**config.mk**
```make
export PLATFORM = sky130hd
export DESIGN_NAME = cats_soft_timer
export DESIGN_NICKNAME = d
export VERILOG_FILES = /design/src/hw/cats_pkg.sv /design/src/hw/cats_capture_sync.sv /design/src/hw/cats_soft_timer.sv
export SDC_FILE = /design/constraint.sdc
export NUM_CORES = 1
export LEC_CHECK = 0
export BUFFER_PORTS_ARGS = -buffer_cell sky130_fd_sc_hd__clkbuf_2
export CAP_MARGIN = 5
export CELL_PAD_IN_SITES_DETAIL_PLACEMENT = 1
export CELL_PAD_IN_SITES_GLOBAL_PLACEMENT = 2
export CORE_ASPECT_RATIO = 0.9
export CORE_MARGIN = 3
export CORE_UTILIZATION = 27
export DETAILED_ROUTE_END_ITERATION = 10
export PLACE_DENSITY = 0.82
export SLEW_MARGIN = 10
export SYNTH_ARGS = -nofsm -noshare
export SYNTH_HDL_FRONTEND = slang
export SYNTH_SLANG_ARGS = --single-unit
```
**constraint.sdc**
```tcl
create_clock -name clock -period 1.6 [get_ports clock]
set_input_delay 0.32 -clock clock [delete_from_list [all_inputs] [get_ports clock]]
set_output_delay 0.32 -clock clock [all_outputs]
set_load 0.01 [all_outputs]
```
**src/hw/cats_pkg.sv**
```systemverilog
/*
 Package for the counter array software-timer compare module: mode bit
 positions, reset values and widths.
 Assumes a single 125 MHz system clock shared by all users.
*/
`default_nettype none
package cats_pkg;
    localparam int COUNT_WIDTH = 16;
    localparam int BYTE_WIDTH = 8;
    localparam int CAPTURE_HOLD_CYCLES = 2;
    // Mode register layout, coined bit positions
    localparam int MODE_MATCH_ENABLE_BIT = 3;
    localparam int MODE_INT_ENABLE_BIT = 0;
    localparam int MODE_COMPARE_ENABLE_BIT = 6;
    localparam logic [7:0] MODE_RESET = 8'h00;
    localparam logic [15:0] COMPARE_RESET = 16'h0000;
    localparam logic [15:0] COUNT_RESET = 16'h0000;
    typedef enum logic [1:0] {
        CATS_IDLE,
        CATS_ARMED,
        CATS_MATCHED
    } cats_state_type;
endpackage : cats_pkg
`default_nettype wire

```
**src/hw/cats_capture_sync.sv**
```systemverilog
/*
 Capture pin level filter: a new level is accepted once it has stood
 for the given number of clock cycles.
 Assumes the pin is already synchronous to the clock.
*/
`timescale 1ns/1ps
`default_nettype none
module cats_capture_sync #(
    parameter int HOLD = cats_pkg::CAPTURE_HOLD_CYCLES
) (
    // Clock and reset
    input wire logic clock,
    input wire logic reset_n,
    // Pin and filtered level
    input wire logic pinIn,
    output logic level
);
    logic [3:0] stable;
    always_ff @(posedge clock or negedge reset_n) begin
        if (!reset_n) begin
            stable <= 4'h0;
            level <= 1'b0;
        end else if (pinIn == level) begin
            stable <= 4'h0;
        end else if (stable >= 4'(HOLD - 1)) begin
            stable <= 4'h0;
            level <= pinIn;
        end else begin
            stable <= stable + 4'h1;
        end
    end
endmodule : cats_capture_sync
`default_nettype wire

```
**src/hw/cats_soft_timer.sv**
```systemverilog
/*
 One counter array module in software-timer (compare) mode.
 Assumes the shared counter and its increment pulse come from outside,
 and software byte writes arrive as one-cycle strobes with data.
*/
// How it works
// - Compare shared counter with full 16-bit value
// - Match sets module match flag to one
// - Interrupt request only when flag interrupt enabled
// - Flag stays set until software clears it
// - Timer mode needs compare and match enables
// - Low byte write clears compare enable
// - High byte write sets compare enable
`timescale 1ns/1ps
`default_nettype none
module cats_soft_timer #(
    parameter int WIDTH = cats_pkg::COUNT_WIDTH
) (
    // Clock and reset
    input wire logic clock,
    input wire logic reset_n,
    // Shared counter
    input wire logic [WIDTH-1:0] counterValue,
    input wire logic counterTick,
    // Mode register access
    input wire logic modeWrite,
    input wire logic [7:0] modeData,
    output logic [7:0] moduleModeReg,
    // Compare value access
    input wire logic lowWrite,
    input wire logic highWrite,
    input wire logic [7:0] byteData,
    output logic [WIDTH-1:0] compareValue,
    // Flag in the array control register
    input wire logic flagClear,
    output logic moduleMatchFlag,
    output logic interruptRequest,
    // Capture pin and status
    input wire logic moduleCapturePin,
    output logic captureLevel,
    output logic timerActive
);
    cats_pkg::cats_state_type state;
    logic compareEnableBit;
    logic matchFlagEnableBit;
    logic matchHit;

    function automatic logic bitOf(input logic [7:0] r, input int pos);
        bitOf = r[pos];
    endfunction : bitOf

    assign compareEnableBit = bitOf(moduleModeReg, cats_pkg::MODE_COMPARE_ENABLE_BIT);
    assign matchFlagEnableBit = bitOf(moduleModeReg, cats_pkg::MODE_MATCH_ENABLE_BIT);
    assign timerActive = compareEnableBit && matchFlagEnableBit;
    // Counter already advanced: compare once per tick only
    assign matchHit = timerActive && counterTick && (counterValue == compareValue);

    // Mode register; byte writes override the compare enable bit
    always_ff @(posedge clock or negedge reset_n) begin
        if (!reset_n) begin
            moduleModeReg <= cats_pkg::MODE_RESET;
        end else begin
            if (modeWrite) begin
                moduleModeReg <= modeData;
            end
            if (lowWrite) begin
                moduleModeReg[cats_pkg::MODE_COMPARE_ENABLE_BIT] <= 1'b0;
            end else if (highWrite) begin
                moduleModeReg[cats_pkg::MODE_COMPARE_ENABLE_BIT] <= 1'b1;
            end
        end
    end

    // Compare value bytes
    always_ff @(posedge clock or negedge reset_n) begin
        if (!reset_n) begin
            compareValue <= cats_pkg::COMPARE_RESET;
        end else begin
            if (lowWrite) begin
                compareValue[cats_pkg::BYTE_WIDTH-1:0] <= byteData;
            end
            if (highWrite) begin
                compareValue[WIDTH-1:cats_pkg::BYTE_WIDTH] <= byteData;
            end
        end
    end

    // Flag: set wins over a clear in the same cycle
    always_ff @(posedge clock or negedge reset_n) begin
        if (!reset_n) begin
            moduleMatchFlag <= 1'b0;
        end else if (matchHit) begin
            moduleMatchFlag <= 1'b1;
        end else if (flagClear) begin
            moduleMatchFlag <= 1'b0;
        end
    end

    // Tracking state for observation
    always_ff @(posedge clock or negedge reset_n) begin
        if (!reset_n) begin
            state <= cats_pkg::CATS_IDLE;
        end else begin
            case (state)
                cats_pkg::CATS_IDLE: begin
                    if (timerActive) state <= cats_pkg::CATS_ARMED;
                end
                cats_pkg::CATS_ARMED: begin
                    if (!timerActive) state <= cats_pkg::CATS_IDLE;
                    else if (matchHit) state <= cats_pkg::CATS_MATCHED;
                end
                cats_pkg::CATS_MATCHED: begin
                    if (!timerActive) state <= cats_pkg::CATS_IDLE;
                    else if (counterTick) state <= cats_pkg::CATS_ARMED;
                end
                default: state <= cats_pkg::CATS_IDLE;
            endcase
        end
    end

    // Request follows the sticky flag; no auto clear on vectoring
    always_ff @(posedge clock or negedge reset_n) begin
        if (!reset_n) begin
            interruptRequest <= 1'b0;
        end else begin
            interruptRequest <= (moduleMatchFlag || matchHit)
                && bitOf(moduleModeReg, cats_pkg::MODE_INT_ENABLE_BIT)
                && !(flagClear && !matchHit);
        end
    end

    cats_capture_sync #(
        .HOLD(cats_pkg::CAPTURE_HOLD_CYCLES)
    ) u_capture (
        .clock(clock),
        .reset_n(reset_n),
        .pinIn(moduleCapturePin),
        .level(captureLevel)
    );
endmodule : cats_soft_timer
`default_nettype wire

```
==> results.cfg <==
[layout]
fin_cells = 238
final_cell_mix = clkbuf_2 (67), dfrtp_1 (31), mux2_2 (23)
nNetsFinal = 218
drive_above_1_share = 0.574
utilization = 0.411
final_common_cell = clkbuf_2
fill_cells = 531
diodes = 0
area_growth_pct = 39.7

[drt]
first_pass_iters = 3
final_antenna_net_count = 0
drt-vias-per-instance = 4.45
drt_wl_total_mm = 3.67
route.vias.total = 1058
drc_errors = 0
wire_per_inst_um = 15.4
drt-initial-drc-count = 11

[clock_tree]
clock_tree.root_cell = clkbuf_8
cts_sinks = 31
cts_max_level = 2
ctsHoldBuffers = 1
ctsResizeCount = 0
cts_tree = built
cts.path.max_buffers = 2
clkTransAtPathRegs_ps = 60
postCtsSetupRepairBufs = 0
clock_latency_ps = 280
numCtsBuffers = 5

[synthesis]
yosysWarnings = 0
synth_edf_count = 0
netlist_area_um2 = 1370
synth_area_per_cell_um2 = 13.6
synthCells = 101
ys_ff_latch = 31
syn_nets = 144
synthArstFlopShare = 1.00
ys_seq_area_frac = 0.565
ys.flop_type = dfrtp_1
synth_cell_types = 22

[global_route]
grt_max_degree = 17
antenna_found_initial = 0
grtUsageTotal = 0.129
grt_pass1_vias = 1172
grt_pass1_wl_mm = 5.71
grt_overflow = 0

[power]
power_density_nw_per_um2 = 1100
leakage_nw = 0.961
max-vdd-ir-drop_mv = 0.439

[setup_path]
reg2reg_slack_ps = 110
crit_start = compareValue[14]
critPathMaxFanout = 3
endpoint_kind = flip-flop
r2r-end = interruptRequest
endpoint = interruptRequest
startpoint_type = flip-flop
required_ps = 1790
r2r_cells = 4
r2r_start = compareValue[14]
crit_type = reg2reg
worstPathArrival_ps = 1670

[sta]
min_period_ps = 1490
setup_violations = 0
rsz0062_at_grt = no
hold_violations = 0
max_freq_mhz = 673
maxSlewViolCount = 0
min_period_over_period = 0.929
clock_skew_ps = 11.0
timing.hold.ws_ps = 255
setup_tns_ps = 0

[die]
die_x_um = 81.2
fp.dieArea_um2 = 5980
coreArea_um2 = 4660
rows = 23
start_util = 0.294
die_height_um = 73.6
ios = 68

[run_status]
status = complete, no violations

[hold_path]
hp-class = in2reg
hold_depth = 2

[placed_design]
dp_cells = 229
gp_congestion = 0.745
post-dp-hpwl_mm = 2.97
port_buffers = 67

[run]
cap_violations = 0
sequential cells by signal (all words and copies together) (netlist names):
| signal | cells |
|---|---|
| compareValue | 16 |
| moduleModeReg | 8 |
| u_capture.stable | 4 |
| moduleMatchFlag | 1 |
| interruptRequest | 1 |
| u_capture.level | 1 |
how the worst min path moves through the flow:
stage                       endpoint       from
floorplan            compareValue[0]    reset_n
global placement    moduleModeReg[0]    reset_n
detailed placement  moduleModeReg[0]    reset_n
CTS                 interruptRequest  flagClear
global route        interruptRequest  flagClear
finish              interruptRequest  flagClear
cells in the mapped netlist (2+ instances only):
| library cell | instances | area share |
|---|---|---|
| nand2_1 | 2 | 0.0055 |
| xor2_1 | 16 | 0.10 |
| ha_1 | 3 | 0.027 |
| and3_1 | 3 | 0.014 |
| nor4_1 | 3 | 0.014 |
| clkbuf_1 | 3 | 0.0082 |
| dfrtp_1 | 31 | 0.57 |
| mux2_2 | 23 | 0.19 |
| inv_1 | 4 | 0.011 |
logic make-up (layout without fill, tap and decap cells):
group,count (synthesis),in the layout,share of synthesized area
and+or+nand+nor,15,15,0.0629
muxes,23,23,0.189
xor gates and xnor gates,17,17,0.108
buffers and inverters,7,82,0.0191
AOI/OAI and AO/OA,4,4,0.0255
adders and majority gates,3,3,0.0274
DFF,31,31,0.565
other,1,1,0.00273
cell type report:
| type | instances | area (um2) | area share |
|---|---|---|---|
| sequential | 31 | 776 | 0.405 |
| multi-input combinational | 63 | 571 | 0.298 |
| timing repair buffer | 70 | 360 | 0.188 |
| clock buffer | 6 | 82.6 | 0.0431 |
| tap | 62 | 77.6 | 0.0405 |
| clock inverter | 2 | 35.0 | 0.0183 |
| inverter | 4 | 15.0 | 0.00783 |
worst max-delay path, stage by stage (launching register included):
cell and delay (ps):
dfrtp_1 400, xor2_1 160, nor4_1 400, nand3_1 190, o32ai_2 260
routing by layer:
metal | GRT usage | share of wire | up-vias
li1 | - | - | 490
met1 | 0.144 | 0.40 | 517
met2 | 0.228 | 0.51 | 44
met3 | 0.0392 | 0.075 | 7
met4 | 0.0525 | 0.016 | 0
met5 | 0 | 0 | -
where the power goes:
group / total, mW / internal, mW / switching (mW)
Combinational: 0.389 / 0.204 / 0.185
Sequential: 0.932 / 0.864 / 0.0686
Clock: 0.790 / 0.503 / 0.287
per-stage QoR:
step           total power [mW]  worst slack, ps  cell area (um2)
2_1_floorplan              1.13              149             1370
3_3_place_gp               1.32              118             1790
3_5_place_dp               1.34              113             1790
4_1_cts                    2.15             98.8             1920
5_1_grt                    2.23             45.2             1920
6_report                   2.11              113             1920
(Power assumes the default switching activity.)
